File: config.mk
export PLATFORM = sky130hd
export DESIGN_NAME = ltx_tx_diag
export DESIGN_NICKNAME = d
export VERILOG_FILES = /design/src/rtl/ltx_pkg.sv /design/src/rtl/ltx_tx_diag.sv
export SDC_FILE = /design/constraint.sdc
export NUM_CORES = 1
export LEC_CHECK = 0
export ABC_CLOCK_PERIOD_IN_PS = 4000
export BUFFER_PORTS_ARGS = -buffer_cell sky130_fd_sc_hd__buf_2
export CORE_AREA = 2 2 159 161
export DETAILED_ROUTE_END_ITERATION = 6
export DIE_AREA = 0 0 161 163
export GPL_TIMING_DRIVEN = 0
export PLACE_DENSITY_LB_ADDON = 0.12
export SLEW_MARGIN = 20
export SYNTH_ARGS = -nofsm -noshare
export SYNTH_HDL_FRONTEND = slang
export SYNTH_SLANG_ARGS = --single-unit
File: constraint.sdc
create_clock -name core_clk_i -period 4 [get_ports core_clk_i]
set_clock_uncertainty 0.2 [all_clocks]
set_input_delay 0.4 -clock core_clk_i [delete_from_list [all_inputs] [get_ports core_clk_i]]
set_output_delay 0.4 -clock core_clk_i [all_outputs]
set_load 0.05 [all_outputs]
File: src/rtl/ltx_pkg.sv
// Purpose: shared constants, types and helpers of the transmit diagnostic block
// Assumes: core clock of 20 MHz, one transmit channel per instance
// Notes:   register indexes are word indexes; byte address is four times the index
package ltx_pkg;

   // ==========================================================
   // timing
   localparam int CORE_CLK_NS  = 50;
   localparam int T1_BIT_NS    = 648;
   localparam int E1_BIT_NS    = 488;
   localparam int T1_BIT_CYC   = T1_BIT_NS / CORE_CLK_NS;
   localparam int E1_BIT_CYC   = E1_BIT_NS / CORE_CLK_NS;
   localparam int CLK_LOSS_NS  = 2000;
   localparam int CLK_LOSS_CYC = (CLK_LOSS_NS + CORE_CLK_NS - 1) / CORE_CLK_NS;
   localparam int DMO_LIMIT    = 128;
   localparam int SEG_COUNT    = 8;

   // ==========================================================
   // register indexes
   localparam logic [7:0] IDX_T1_ARB = 8'h0D;
   localparam logic [7:0] IDX_E1_ARB = 8'hF4;
   localparam logic [7:0] IDX_CTRL   = 8'h10;
   localparam logic [7:0] IDX_GLOBAL = 8'h11;
   localparam logic [7:0] IDX_BUILD  = 8'h12;
   localparam logic [7:0] IDX_STATUS = 8'h13;
   localparam logic [7:0] IDX_SEG0   = 8'hE0;

   // ==========================================================
   // field positions and reset values
   localparam int CTL_E1       = 0;
   localparam int CTL_ONES     = 1;
   localparam int CTL_PAT_EN   = 2;
   localparam int CTL_PAT_PRBS = 3;
   localparam int CTL_TRI      = 4;
   localparam int CTL_LOOP     = 5;
   localparam int CTL_DMO_IE   = 8;
   localparam int CTL_DUAL     = 9;
   localparam int CTL_RISE     = 10;
   localparam int CTRL_W       = 11;
   localparam int GLB_AUTO     = 0;
   localparam int GLB_LOSS_ONE = 1;
   localparam int ST_ALARM     = 0;
   localparam int ST_CHG       = 1;
   localparam int ST_LOST      = 2;
   localparam int ST_SINGLE    = 3;
   localparam int ARB_SEL      = 0;
   localparam logic [4:0]  BUILD_RESET = 5'h08;
   localparam logic [19:0] LFSR_SEED   = 20'hF_FFFF;

   // ==========================================================
   // pulse shape rows, segment 1 in the top byte
   localparam logic [63:0] ROW_T1_0 = 64'h2421_2020_4C47_4442;
   localparam logic [63:0] ROW_T1_1 = 64'h2923_2221_4E4A_4743;
   localparam logic [63:0] ROW_T1_2 = 64'h3025_2423_5940_4844;
   localparam logic [63:0] ROW_T1_3 = 64'h3426_2423_5F50_4844;
   localparam logic [63:0] ROW_T1_4 = 64'h3928_2523_5950_4844;
   localparam logic [63:0] ROW_E1   = 64'h2C2A_2A00_0000_0000;

   // ==========================================================
   // types
   typedef enum logic [2:0] {
      LOOP_NONE    = 3'b000,
      LOOP_ANALOG  = 3'b001,
      LOOP_REMOTE  = 3'b010,
      LOOP_DIGITAL = 3'b011,
      LOOP_DUAL    = 3'b100
   } ltx_loop_e;

   typedef enum logic [1:0] {
      MARK_NONE = 2'b00,
      MARK_POS  = 2'b01,
      MARK_NEG  = 2'b10
   } ltx_mark_e;

   // ==========================================================
   // shape lookup by build-out code and segment
   function automatic logic [7:0] ltx_rom_seg(input logic       e1,
                                               input logic [4:0] bo,
                                               input logic [2:0] idx);
      logic [63:0] row;
      int          sh;
      row = ROW_T1_0;
      sh  = (SEG_COUNT - 1 - int'(idx)) * 8;
      if (e1) begin
         row = ROW_E1;
      end else if (bo == 5'h09) begin
         row = ROW_T1_1;
      end else if (bo == 5'h0A) begin
         row = ROW_T1_2;
      end else if (bo == 5'h0B) begin
         row = ROW_T1_3;
      end else if (bo == 5'h0C) begin
         row = ROW_T1_4;
      end
      return row[sh +: 8];
   endfunction

   // sign plus clamped 6-bit magnitude
   function automatic logic [6:0] ltx_dac(input logic [7:0] code, input logic neg);
      logic [5:0] mag;
      mag = (code[6:0] > 7'h3F) ? 6'h3F : code[5:0];
      return (mag == 6'h00) ? 7'h00 : {code[7] ^ neg, mag};
   endfunction

endpackage

File: src/rtl/ltx_tx_diag.sv
// Purpose: transmit source select, pulse shaper, driver monitor and loopbacks
// Assumes: pins asynchronous to core_clk_i; Avalon-MM slave with waitrequest
// Notes:   line output is a 7-bit signed-magnitude converter code
`timescale 1ns/1ns
module ltx_tx_diag
   import ltx_pkg::*;
#(
   parameter int DMO_LIMIT_P = DMO_LIMIT
) (
   input  wire logic        core_clk_i,
   input  wire logic        rstn_i,
   input  wire logic [9:0]  avs_address_i,
   input  wire logic        avs_read_i,
   input  wire logic        avs_write_i,
   input  wire logic [31:0] avs_writedata_i,
   input  wire logic [3:0]  avs_byteenable_i,
   output logic      [31:0] avs_readdata_o,
   output logic             avs_waitrequest_o,
   input  wire logic        tx_system_clock_i,
   input  wire logic        tx_positive_rail_i,
   input  wire logic        tx_negative_rail_i,
   input  wire logic        receive_signal_loss_i,
   input  wire logic        line_in_tip_i,
   input  wire logic        line_in_ring_i,
   output logic      [6:0]  line_dac_o,
   output logic             line_out_oe_n_o,
   output logic             rx_positive_rail_o,
   output logic             rx_negative_rail_o,
   output logic             rx_clock_o,
   output logic             driver_monitor_alarm_o,
   output logic             dmo_irq_n_o
);

   if (DMO_LIMIT_P < 1 || DMO_LIMIT_P > 254) begin : g_chk
      $error("DMO_LIMIT_P out of range");
   end

   // ==========================================================
   // declarations
   localparam logic [7:0] DMO_LIM8 = 8'(DMO_LIMIT_P);
   localparam logic [7:0] LOSS_CYC = 8'(CLK_LOSS_CYC);
   localparam logic [3:0] T1_CYC   = 4'(T1_BIT_CYC);
   localparam logic [3:0] E1_CYC   = 4'(E1_BIT_CYC);

   logic [5:0]        sync1;
   logic [5:0]        sync2;
   logic              tx_system_clock_d;
   logic [7:0]        t1_arb;
   logic [7:0]        e1_arb;
   logic [7:0]        seg_reg [SEG_COUNT];
   logic [CTRL_W-1:0] ctrl;
   logic [1:0]        glb;
   logic [4:0]        build;
   logic [7:0]        loss_cnt;
   logic [3:0]        bit_cnt;
   logic              seen_pos;
   logic              seen_neg;
   logic              ami_neg;
   logic [19:0]       lfsr;
   logic              seg_active;
   logic [2:0]        seg_idx;
   logic              pulse_neg;
   logic [7:0]        idle_ticks;
   logic              alarm_chg;
   logic              alarm_d;
   logic              tx_system_clock_s, tx_positive_rail_s, tx_negative_rail_s, receive_signal_loss_s, lin_p_s, lin_n_s;
   logic              tx_system_clock_edge, samp_edge, lost, int_tick, tick, bit_last;
   logic              remote, digital, diag, single, arb, pat_bit, acc_rd, acc_wr;
   logic [3:0]        bit_max;
   logic [7:0]        idx;
   ltx_loop_e         loop_mode;
   ltx_mark_e         mark;
   logic [31:0]       rd_mux;

   assign {tx_system_clock_s, tx_positive_rail_s, tx_negative_rail_s, receive_signal_loss_s, lin_p_s, lin_n_s} = sync2;
   assign loop_mode = ltx_loop_e'(ctrl[CTL_LOOP +: 3]);
   assign idx       = avs_address_i[9:2];
   assign acc_rd    = avs_read_i && !avs_waitrequest_o;
   assign acc_wr    = avs_write_i && !avs_waitrequest_o && avs_byteenable_i[0];

   // ==========================================================
   // pin synchronisers
   always_ff @(posedge core_clk_i or negedge rstn_i) begin
      if (!rstn_i) begin
         sync1 <= 6'h00;
         sync2 <= 6'h00;
      end else begin
         sync1 <= {tx_system_clock_i, tx_positive_rail_i, tx_negative_rail_i,
                   receive_signal_loss_i, line_in_tip_i, line_in_ring_i};
         sync2 <= sync1;
      end
   end

   // ==========================================================
   // register bus, two cycles per access
   always_ff @(posedge core_clk_i or negedge rstn_i) begin
      if (!rstn_i) begin
         avs_waitrequest_o <= 1'b1;
      end else begin
         avs_waitrequest_o <= !((avs_read_i || avs_write_i) && avs_waitrequest_o);
      end
   end

   always_comb begin
      rd_mux = 32'h0000_0000;
      if (idx == IDX_T1_ARB) begin
         rd_mux[7:0] = t1_arb;
      end else if (idx == IDX_E1_ARB) begin
         rd_mux[7:0] = e1_arb;
      end else if (idx == IDX_CTRL) begin
         rd_mux[CTRL_W-1:0] = ctrl;
      end else if (idx == IDX_GLOBAL) begin
         rd_mux[1:0] = glb;
      end else if (idx == IDX_BUILD) begin
         rd_mux[4:0] = build;
      end else if (idx == IDX_STATUS) begin
         rd_mux[ST_ALARM]  = driver_monitor_alarm_o;
         rd_mux[ST_CHG]    = alarm_chg;
         rd_mux[ST_LOST]   = lost;
         rd_mux[ST_SINGLE] = single;
      end else if (idx[7:3] == IDX_SEG0[7:3]) begin
         rd_mux[7:0] = seg_reg[idx[2:0]];
      end
   end

   always_ff @(posedge core_clk_i or negedge rstn_i) begin
      if (!rstn_i) begin
         avs_readdata_o <= 32'h0000_0000;
      end else if (avs_read_i && avs_waitrequest_o) begin
         avs_readdata_o <= rd_mux;
      end
   end

   always_ff @(posedge core_clk_i or negedge rstn_i) begin
      if (!rstn_i) begin
         t1_arb <= 8'h00;
         e1_arb <= 8'h00;
         ctrl   <= '0;
         glb    <= 2'b00;
         build  <= BUILD_RESET;
         for (int i = 0; i < SEG_COUNT; i++) begin
            seg_reg[i] <= 8'h00;
         end
      end else if (acc_wr) begin
         if (idx == IDX_T1_ARB) begin
            t1_arb <= avs_writedata_i[7:0];
         end else if (idx == IDX_E1_ARB) begin
            e1_arb <= avs_writedata_i[7:0];
         end else if (idx == IDX_CTRL) begin
            ctrl <= avs_writedata_i[CTRL_W-1:0];
         end else if (idx == IDX_GLOBAL) begin
            glb <= avs_writedata_i[1:0];
         end else if (idx == IDX_BUILD) begin
            build <= avs_writedata_i[4:0];
         end else if (idx[7:3] == IDX_SEG0[7:3]) begin
            seg_reg[idx[2:0]] <= avs_writedata_i[7:0];
         end
      end
   end

   // ==========================================================
   // transmit clock edges, loss and bit timing
   assign tx_system_clock_edge = tx_system_clock_s ^ tx_system_clock_d;
   assign samp_edge = ctrl[CTL_RISE] ? (tx_system_clock_s && !tx_system_clock_d) : (!tx_system_clock_s && tx_system_clock_d);
   assign lost      = (loss_cnt >= LOSS_CYC);
   assign bit_max   = ctrl[CTL_E1] ? E1_CYC : T1_CYC;
   assign bit_last  = (bit_cnt >= bit_max - 4'd1);
   assign int_tick  = bit_last;
   assign remote    = (loop_mode == LOOP_REMOTE) || (loop_mode == LOOP_DUAL);
   assign digital   = (loop_mode == LOOP_DIGITAL) || (loop_mode == LOOP_DUAL);
   assign tick      = (lost || remote) ? int_tick : samp_edge;

   always_ff @(posedge core_clk_i or negedge rstn_i) begin
      if (!rstn_i) begin
         tx_system_clock_d   <= 1'b0;
         loss_cnt <= 8'h00;
         bit_cnt  <= 4'h0;
      end else begin
         tx_system_clock_d   <= tx_system_clock_s;
         loss_cnt <= tx_system_clock_edge ? 8'h00 : (lost ? loss_cnt : loss_cnt + 8'd1);
         bit_cnt  <= bit_last ? 4'h0 : bit_cnt + 4'd1;
      end
   end

   // received marks gathered per bit period
   always_ff @(posedge core_clk_i or negedge rstn_i) begin
      if (!rstn_i) begin
         seen_pos <= 1'b0;
         seen_neg <= 1'b0;
      end else begin
         seen_pos <= lin_p_s || (seen_pos && !int_tick);
         seen_neg <= lin_n_s || (seen_neg && !int_tick);
      end
   end

   // ==========================================================
   // source selection
   // generated patterns force single rail
   assign diag   = ctrl[CTL_ONES] || (glb[GLB_AUTO] && receive_signal_loss_s) || ctrl[CTL_PAT_EN];
   assign single = diag || !ctrl[CTL_DUAL];

   assign pat_bit = ctrl[CTL_PAT_PRBS] ? (lfsr[14] ^ lfsr[13]) : (lfsr[19] ^ lfsr[16]);

   always_comb begin
      mark = MARK_NONE;
      // remote and dual loopback come first
      if (remote) begin
         if (seen_pos || lin_p_s) begin
            mark = MARK_POS;
         end else if (seen_neg || lin_n_s) begin
            mark = MARK_NEG;
         end
      end else if (lost) begin
         if (glb[GLB_LOSS_ONE]) begin
            mark = ami_neg ? MARK_NEG : MARK_POS;
         end
      end else if (ctrl[CTL_ONES] || (glb[GLB_AUTO] && receive_signal_loss_s)) begin
         mark = ami_neg ? MARK_NEG : MARK_POS;
      end else if (ctrl[CTL_PAT_EN]) begin
         if (pat_bit) begin
            mark = ami_neg ? MARK_NEG : MARK_POS;
         end
      end else if (!single) begin
         if (tx_positive_rail_s && !tx_negative_rail_s) begin
            mark = MARK_POS;
         end else if (tx_negative_rail_s && !tx_positive_rail_s) begin
            mark = MARK_NEG;
         end
      end else if (tx_positive_rail_s) begin
         mark = ami_neg ? MARK_NEG : MARK_POS;
      end
   end

   always_ff @(posedge core_clk_i or negedge rstn_i) begin
      if (!rstn_i) begin
         lfsr    <= LFSR_SEED;
         ami_neg <= 1'b0;
      end else if (tick) begin
         if (ctrl[CTL_PAT_EN]) begin
            lfsr <= {lfsr[18:0], pat_bit};
         end
         if (mark != MARK_NONE) begin
            ami_neg <= (mark == MARK_POS);
         end
      end
   end

   // ==========================================================
   // pulse shaper
   assign arb = ctrl[CTL_E1] ? e1_arb[ARB_SEL] : t1_arb[ARB_SEL];

   // segments 1 to 8 in turn
   always_ff @(posedge core_clk_i or negedge rstn_i) begin
      if (!rstn_i) begin
         seg_active <= 1'b0;
         seg_idx    <= 3'h0;
         pulse_neg  <= 1'b0;
      end else if (tick && mark != MARK_NONE) begin
         seg_active <= 1'b1;
         seg_idx    <= 3'h0;
         pulse_neg  <= (mark == MARK_NEG);
      end else if (seg_active) begin
         seg_active <= (seg_idx != 3'h7);
         seg_idx    <= seg_idx + 3'd1;
      end
   end

   always_ff @(posedge core_clk_i or negedge rstn_i) begin
      if (!rstn_i) begin
         line_dac_o      <= 7'h00;
         line_out_oe_n_o <= 1'b1;
      end else begin
         line_out_oe_n_o <= ctrl[CTL_TRI];
         if (!seg_active) begin
            line_dac_o <= 7'h00;
         end else if (arb) begin
            line_dac_o <= ltx_dac(seg_reg[seg_idx], pulse_neg);
         end else begin
            line_dac_o <= ltx_dac(ltx_rom_seg(ctrl[CTL_E1], build, seg_idx), pulse_neg);
         end
      end
   end

   // ==========================================================
   // driver monitor
   // count idle bit periods
   always_ff @(posedge core_clk_i or negedge rstn_i) begin
      if (!rstn_i) begin
         idle_ticks             <= 8'h00;
         driver_monitor_alarm_o <= 1'b0;
      end else if (tick) begin
         if (mark != MARK_NONE && !ctrl[CTL_TRI]) begin
            idle_ticks             <= 8'h00;
            driver_monitor_alarm_o <= 1'b0;
         end else if (idle_ticks == DMO_LIM8) begin
            driver_monitor_alarm_o <= 1'b1;
         end else begin
            idle_ticks <= idle_ticks + 8'd1;
         end
      end
   end

   // change flag, set wins over read clear
   always_ff @(posedge core_clk_i or negedge rstn_i) begin
      if (!rstn_i) begin
         alarm_d     <= 1'b0;
         alarm_chg   <= 1'b0;
         dmo_irq_n_o <= 1'b1;
      end else begin
         alarm_d     <= driver_monitor_alarm_o;
         alarm_chg   <= (alarm_d != driver_monitor_alarm_o) ||
                        (alarm_chg && !(acc_rd && idx == IDX_STATUS));
         dmo_irq_n_o <= !(alarm_chg && ctrl[CTL_DMO_IE]);
      end
   end

   // ==========================================================
   // receive side and loopbacks
   // receive rail selection
   always_ff @(posedge core_clk_i or negedge rstn_i) begin
      if (!rstn_i) begin
         rx_positive_rail_o <= 1'b0;
         rx_negative_rail_o <= 1'b0;
         rx_clock_o         <= 1'b0;
      end else if (digital) begin
         rx_positive_rail_o <= tx_positive_rail_s;
         rx_negative_rail_o <= tx_negative_rail_s;
         rx_clock_o         <= tx_system_clock_s;
      end else begin
         rx_clock_o <= (bit_cnt < (bit_max >> 1));
         if (loop_mode == LOOP_ANALOG) begin
            rx_positive_rail_o <= seg_active && !pulse_neg;
            rx_negative_rail_o <= seg_active && pulse_neg;
         end else begin
            rx_positive_rail_o <= lin_p_s;
            rx_negative_rail_o <= lin_n_s;
         end
      end
   end
endmodule // ltx_tx_diag

After elaboration in Yosys (flattened, before gate mapping)
Index checks and enable logic that the tools add are counted.
{ "totals": {"regBits": 186, "in_bits": 56, "output_inout_bits": 46, "wordCells": 214} }
{ "classes": {"add_sub_neg": 6, "magnitude_cmp": 8, "eq_ne": 22, "shift": 1, "muxes": 69, "bitwise_logic": 12, "reduce_logical": 59} }
{ "ops": {"columns": ["op", "count"], "rows": [
  ["$mux W61", 4],
  ["$mux W64", 3],
  ["$mux W8", 13],
  ["$bwmux W64", 1],
  ["$shiftx A64 B7 Y8", 1],
  ["$bmux W8 S3", 2],
  ["$eq A8 B5 Y1 const B", 4],
  ["$mux W2", 14],
  ["$mux W7", 4],
  ["$demux W8 S3", 1],
  ["$mux W3", 7],
  ["$eq A5 B4 Y1 const B", 4],
  ["$logic_and A1 B1 Y1", 20],
  ["$mux W6", 3],
  ["$add A8 B1 Y8 const B", 2],
  ["$eq A8 B8 Y1 const B", 2],
  ["$gt A7 B6 Y1 const B", 2],
  ["$mux W1", 13],
  ["$logic_not A1 Y1", 12],
  ["$logic_not A6 Y1", 2],
  ["$logic_or A1 B1 Y1", 12],
  ["$mux W4", 3],
  ["$reduce_and A2 Y1", 5],
  ["$eq A8 B4 Y1 const B", 1],
  ["other kinds (28)", 42]
]} }

Logic depth before layout (Yosys ltp)
{ "logic_depth": {"word_depth": 15, "mapped_depth": 9, "mapped_depth_nobuf": 8} }

Least setup slack after synthesis
No wires, ideal clock.
{ "synth_path": {"path_kind": "input-to-reg", "startpoint": "input avs_address_i[7]", "endpoint": "register t1_arb[0]", "setup_ns": 0.125, "t_arrival_ns": 2.003, "required_ns": 3.675, "path_slack_ns": 1.672, "cell_stages": 5, "n_path_buf": 1, "cell_sequence": "or3_4 or4_1 buf_4 nor2_4 mux2_2"} }
{ "synth_between": {"elab_chain_len": 2} }
{ "synth_rtl": {"columns": ["element", "line_no", "source"], "rows": [
  ["start, declared", "ltx_tx_diag.sv:12", "input wire logic [9:0] avs_address_i,"],
  ["$eq A8 B4 Y1", "ltx_tx_diag.sv:145", "if (idx == IDX_T1_ARB) begin"],
  ["$reduce_and A2 Y1 (no source line)", null, null],
  ["end signal, assigned", "ltx_tx_diag.sv:146", "t1_arb <= avs_writedata_i[7:0];"],
  ["end, declared", "ltx_tx_diag.sv:48", "logic [7:0] t1_arb;"]
]} }
No other way between the ends.
A chain may end at the register's enable or synchronous reset.

Worst setup path in the final report
{ "layout_path": {"startpoint": "register seg_idx[1]", "endpoint": "register line_dac_o[6]"} }
{ "layout_between": {"elab_chain_len": 10, "elab_cells_between_ends": 18, "cone_classes": "add/sub: 1; order compare: 2; shift: 1; mux: 9; bitwise: 3; reduce/logical: 2"} }
{ "layout_rtl": {"columns": ["element", "line_no", "source"], "rows": [
  ["start, declared", "ltx_tx_diag.sv:61", "logic [2:0] seg_idx;"],
  ["start signal, assigned", "ltx_tx_diag.sv:264", "seg_idx <= seg_idx + 3'd1;"],
  ["parallel branches: the longest is 8 deep, another holds $gt A7 B6 Y1", null, null],
  ["$mux W7 (*)", "ltx_tx_diag.sv:276", "end else if (arb) begin"],
  ["$mux W7 (*)", "ltx_tx_diag.sv:274", "if (!seg_active) begin"],
  ["end signal, assigned", "ltx_tx_diag.sv:277", "line_dac_o <= ltx_dac(seg_reg[seg_idx], pulse_neg);"],
  ["end signal, assigned", "ltx_tx_diag.sv:279", "line_dac_o <= ltx_dac(ltx_rom_seg(ctrl[CTL_E1], build, seg_idx), pulse_neg);"],
  ["end, declared", "ltx_tx_diag.sv:25", "output logic [6:0] line_dac_o,"]
]} }
Every way passes the cells marked *. The select of a mux whose other input is x is not followed.

==> impl_metrics.env <==
export IMPL_status="finished clean"
export IMPL_area_growth_pct=15.7
export IMPL_worst_slack_ns=0.934
export IMPL_grt_pass1_vias=6838
export IMPL_critPathRequiredTime_ns=4.10
export IMPL_synth_simple_area_share_pct=9.72
export IMPL_yosys_area_share_xor_xnor_pct=1.53
export IMPL_synth_top_family_by_area="multiplexers"
export IMPL_seqCellArea_um2=4680
export IMPL_ys_flop_type="dfrtp_1"
export IMPL_hp_class="input port to flop"
export IMPL_routed_wl_um=25700
export IMPL_multi_input_area_um2=4590
export IMPL_cellLeakagePower_nw=5.19
export IMPL_synth_warnings=0
export IMPL_num_rows=58
export IMPL_rsz0062_at_grt="false"
export IMPL_die_area_um2=26200
export IMPL_dr_total_vias=6808
export IMPL_grtUsageTotal_pct=20.4
export IMPL_gr_total_overflow=0
export IMPL_clk_pin_slew_ns=0.08
export IMPL_min_delay_worst_endpoint="t1_arb[6]$_DFFE_PN0P_"
export IMPL_powerDensity_nw_per_um2=449
export IMPL_hold_depth=2
export IMPL_r2r_end="line_dac_o[6]$_DFF_PN0_"
export IMPL_via_per_inst=5.42
export IMPL_finalSetupViolCount=0
export IMPL_initial_core_util_pct=39.2
export IMPL_core_region_area_um2=24700
export IMPL_synth_fa_ha_area_share_pct=1.55
export IMPL_n_antenna_cell=0
export IMPL_root_buffer="clkbuf_16"
export IMPL_netlist_instances=805
export IMPL_maxSlewViolCount=0
export IMPL_initialDrtViolationCount=481
export IMPL_r2r_slack_ns=0.93
export IMPL_clock_latency_ns=0.44
export IMPL_syn_avg_cell_area_um2=12.0
export IMPL_ant_nets=0
export IMPL_synth_compound_area_share_pct=11.8
export IMPL_cap_violations=0
export IMPL_min_from="avs_writedata_i[6]"
export IMPL_layout_drive_gt1_share_pct=34.2
export IMPL_post_dp_hpwl_um=18000
export IMPL_post_cts_buffers=0
export IMPL_io_buffers=53
export IMPL_cts_buffers=17
export IMPL_clock_path_buffers=2
export IMPL_netlist_cell_type_count=76
export IMPL_dr_pass1_iters=5
export IMPL_worst_slew_pin_slew_ns=0.964
export IMPL_dp_slack_ns=0.968
export IMPL_vdd_ir_drop_max_mv=0.211
export IMPL_die_y_um=163
export IMPL_ys_seq_area_share_pct=48.5
export IMPL_period_needed_ns=3.07
export IMPL_worstPathArrival_ns=3.17
export IMPL_r2r_cells=7
export IMPL_cts_tree="built"
export IMPL_cp_start_kind="flop"
export IMPL_cp_end_kind="flop"
export IMPL_ys_async_sr_fraction_pct=100
export IMPL_drcViolationCount=0
export IMPL_ys_ff_latch=186
export IMPL_synth_edf_count=0
export IMPL_fp_dieW_um=161
export IMPL_antenna_found_initial=0
export IMPL_synth_mux_area_share_pct=22.1
export IMPL_wl_per_cell_um=20.5
export IMPL_max_slew_margin_pct=35.1
export IMPL_htreeDepth=4
export IMPL_total_power_mw=5.03
export IMPL_worst_setup_path_type="flop to flop"
export IMPL_max_freq_ghz=0.326
export IMPL_timing_rr_start="seg_idx[1]$_DFFE_PN0P_"
export IMPL_finalNetCount=981
export IMPL_grt_pass1_wl_um=40600
export IMPL_pin_count=102
export IMPL_largest_reg_flops=64
export IMPL_gp_congestion=0.784
export IMPL_nFillCells=2378
export IMPL_cts_sinks=186
export IMPL_syn_area_um2=9660
export IMPL_critPathMaxFanout=10
export IMPL_post_route_period_util_pct=76.7
export IMPL_hold_viol_final=0
export IMPL_grt_max_degree=98
cells in the mapped netlist (all sizes together), types with 4 or more instances:
library cell	n	area [um2]
inv	20	75.1
a31oi	4	25.0
mux2i	19	194
a22oi	4	30.0
nor2b	8	50.1
a2111oi	6	96.3
dfrtp	162	4050
and3	5	31.3
nand4	4	25.0
nor2	42	170
and2	12	75.1
buf	44	299
o211ai	8	60.1
nand2b	11	68.8
a221oi	10	87.6
nor3b	4	35.0
xor2	5	51.3
a21oi	35	175
o22ai	12	75.1
o21a	5	37.5
mux4	20	450
ha	12	150
nand3	21	105
xnor2	11	96.3
a211oi	6	45.0
nor3	7	45.0
mux2	126	1490
o21ai	31	155
dfstp	24	631
nand2	47	191
clkbuf	24	90.1
a21boi	4	30.0
a22o	4	35.0
stage by stage:
step	cells	instance area, um2	util (%)	setup TNS [ns]	hold WS [ns]
floorplan	825	9740	-	0	-0.0956
global placement	1208	10400	42.2	-142.53	0.138
detailed placement	1210	10500	42.5	0	0.137
CTS	1256	11200	45.3	0	0.00370
global route	1256	11200	45.3	0	0.0198
finish	1256	11200	45.3	0	0.0254
worst max-delay path by stage:
stage | start | to
floorplan | avs_address_i[7] | t1_arb[0]$_DFFE_PN0P_
global placement | rstn_i | avs_readdata_o[5]$_DFFE_PN0P_
detailed placement | seg_idx[1]$_DFFE_PN0P_ | line_dac_o[6]$_DFF_PN0_
CTS | seg_idx[1]$_DFFE_PN0P_ | line_dac_o[6]$_DFF_PN0_
global route | seg_idx[1]$_DFFE_PN0P_ | line_dac_o[6]$_DFF_PN0_
finish | seg_idx[1]$_DFFE_PN0P_ | line_dac_o[6]$_DFF_PN0_
where the power goes:
part / internal [mW] / switching (mW) / total, mW
clock: 0.825 / 0.824 / 1.65
combinational: 0.427 / 0.800 / 1.23
sequential: 2.03 / 0.121 / 2.15
what timing repair did:
| item | CTS | global route |
|---|---|---|
| hold buffers | 14 | 0 |
| hold endpoints to repair | 99 | 0 |
| setup endpoints to repair | 0 | 0 |
| gates resized for setup | 0 | 0 |
metal layers:
layer	up-vias	share of wire, %	track usage, %
met5	-	0	0
met4	0	1.7	5.68
met3	23	3.4	3.21
met2	166	48	33.5
met1	3492	47	28.1
li1	3127	-	-
critical path, cell delays in order (launching register included):
cell and delay, ns:
dfrtp_1 0.36, clkbuf_1 0.47, clkbuf_1 0.61, mux4_2 0.45, o41ai_1 0.24, o21ai_0 0.18, o311ai_1 0.28, a21oi_1 0.13
placed cells by master, fill, tap and decap left out, types with 4 or more instances in the layout:
cell           count
ha_1              12
a22o_1             4
inv_6              4
nand4_1            4
a221oi_1          10
mux4_2            20
and2_1            12
dlygate4sd3_1     14
nand2b_1          11
clkbuf_1          25
buf_2             63
a21boi_0           4
o211ai_1           8
buf_1              4
mux2_4            19
a22oi_1            4
nor2b_1            8
a211oi_1           6
and3_1             5
dfstp_2           24
conb_1            21
mux2_2           107
nand3_1           21
buf_4             26
xnor2_1           11
o21ai_0           29
o22ai_1           12
clkinv_4           4
dfrtp_1          162
a31oi_1            4
clkbuf_16         17
xor2_1             4
nor3_1             5
inv_1             20
mux2i_1           18
nor2_1            39
o21a_1             5
a21oi_1           35
nand2_1           45
logic make-up (layout without fill, tap and decap cells):
family | after synthesis | after routing
XOR/XNOR | 16 | 16
flip-flops | 186 | 186
buffers and inverters | 88 | 189
other | 1 | 21
multiplexers | 165 | 165
adder cells (fa/ha/maj) | 12 | 12
AO/OA/AOI/OAI | 160 | 160
AND/OR/NAND/NOR | 177 | 177
area by class of cell:
type                       count  share of cell area, %
buffer                        68                   3.48
sequential                   186                   41.9
inverter                      20                  0.671
clock inverter                14                   1.19
tap                          330                   3.69
timing repair buffer          69                   4.21
clock buffer                  18                   3.84
multi-input combinational    551                   41.0
Power figures use the tool's default switching activity.
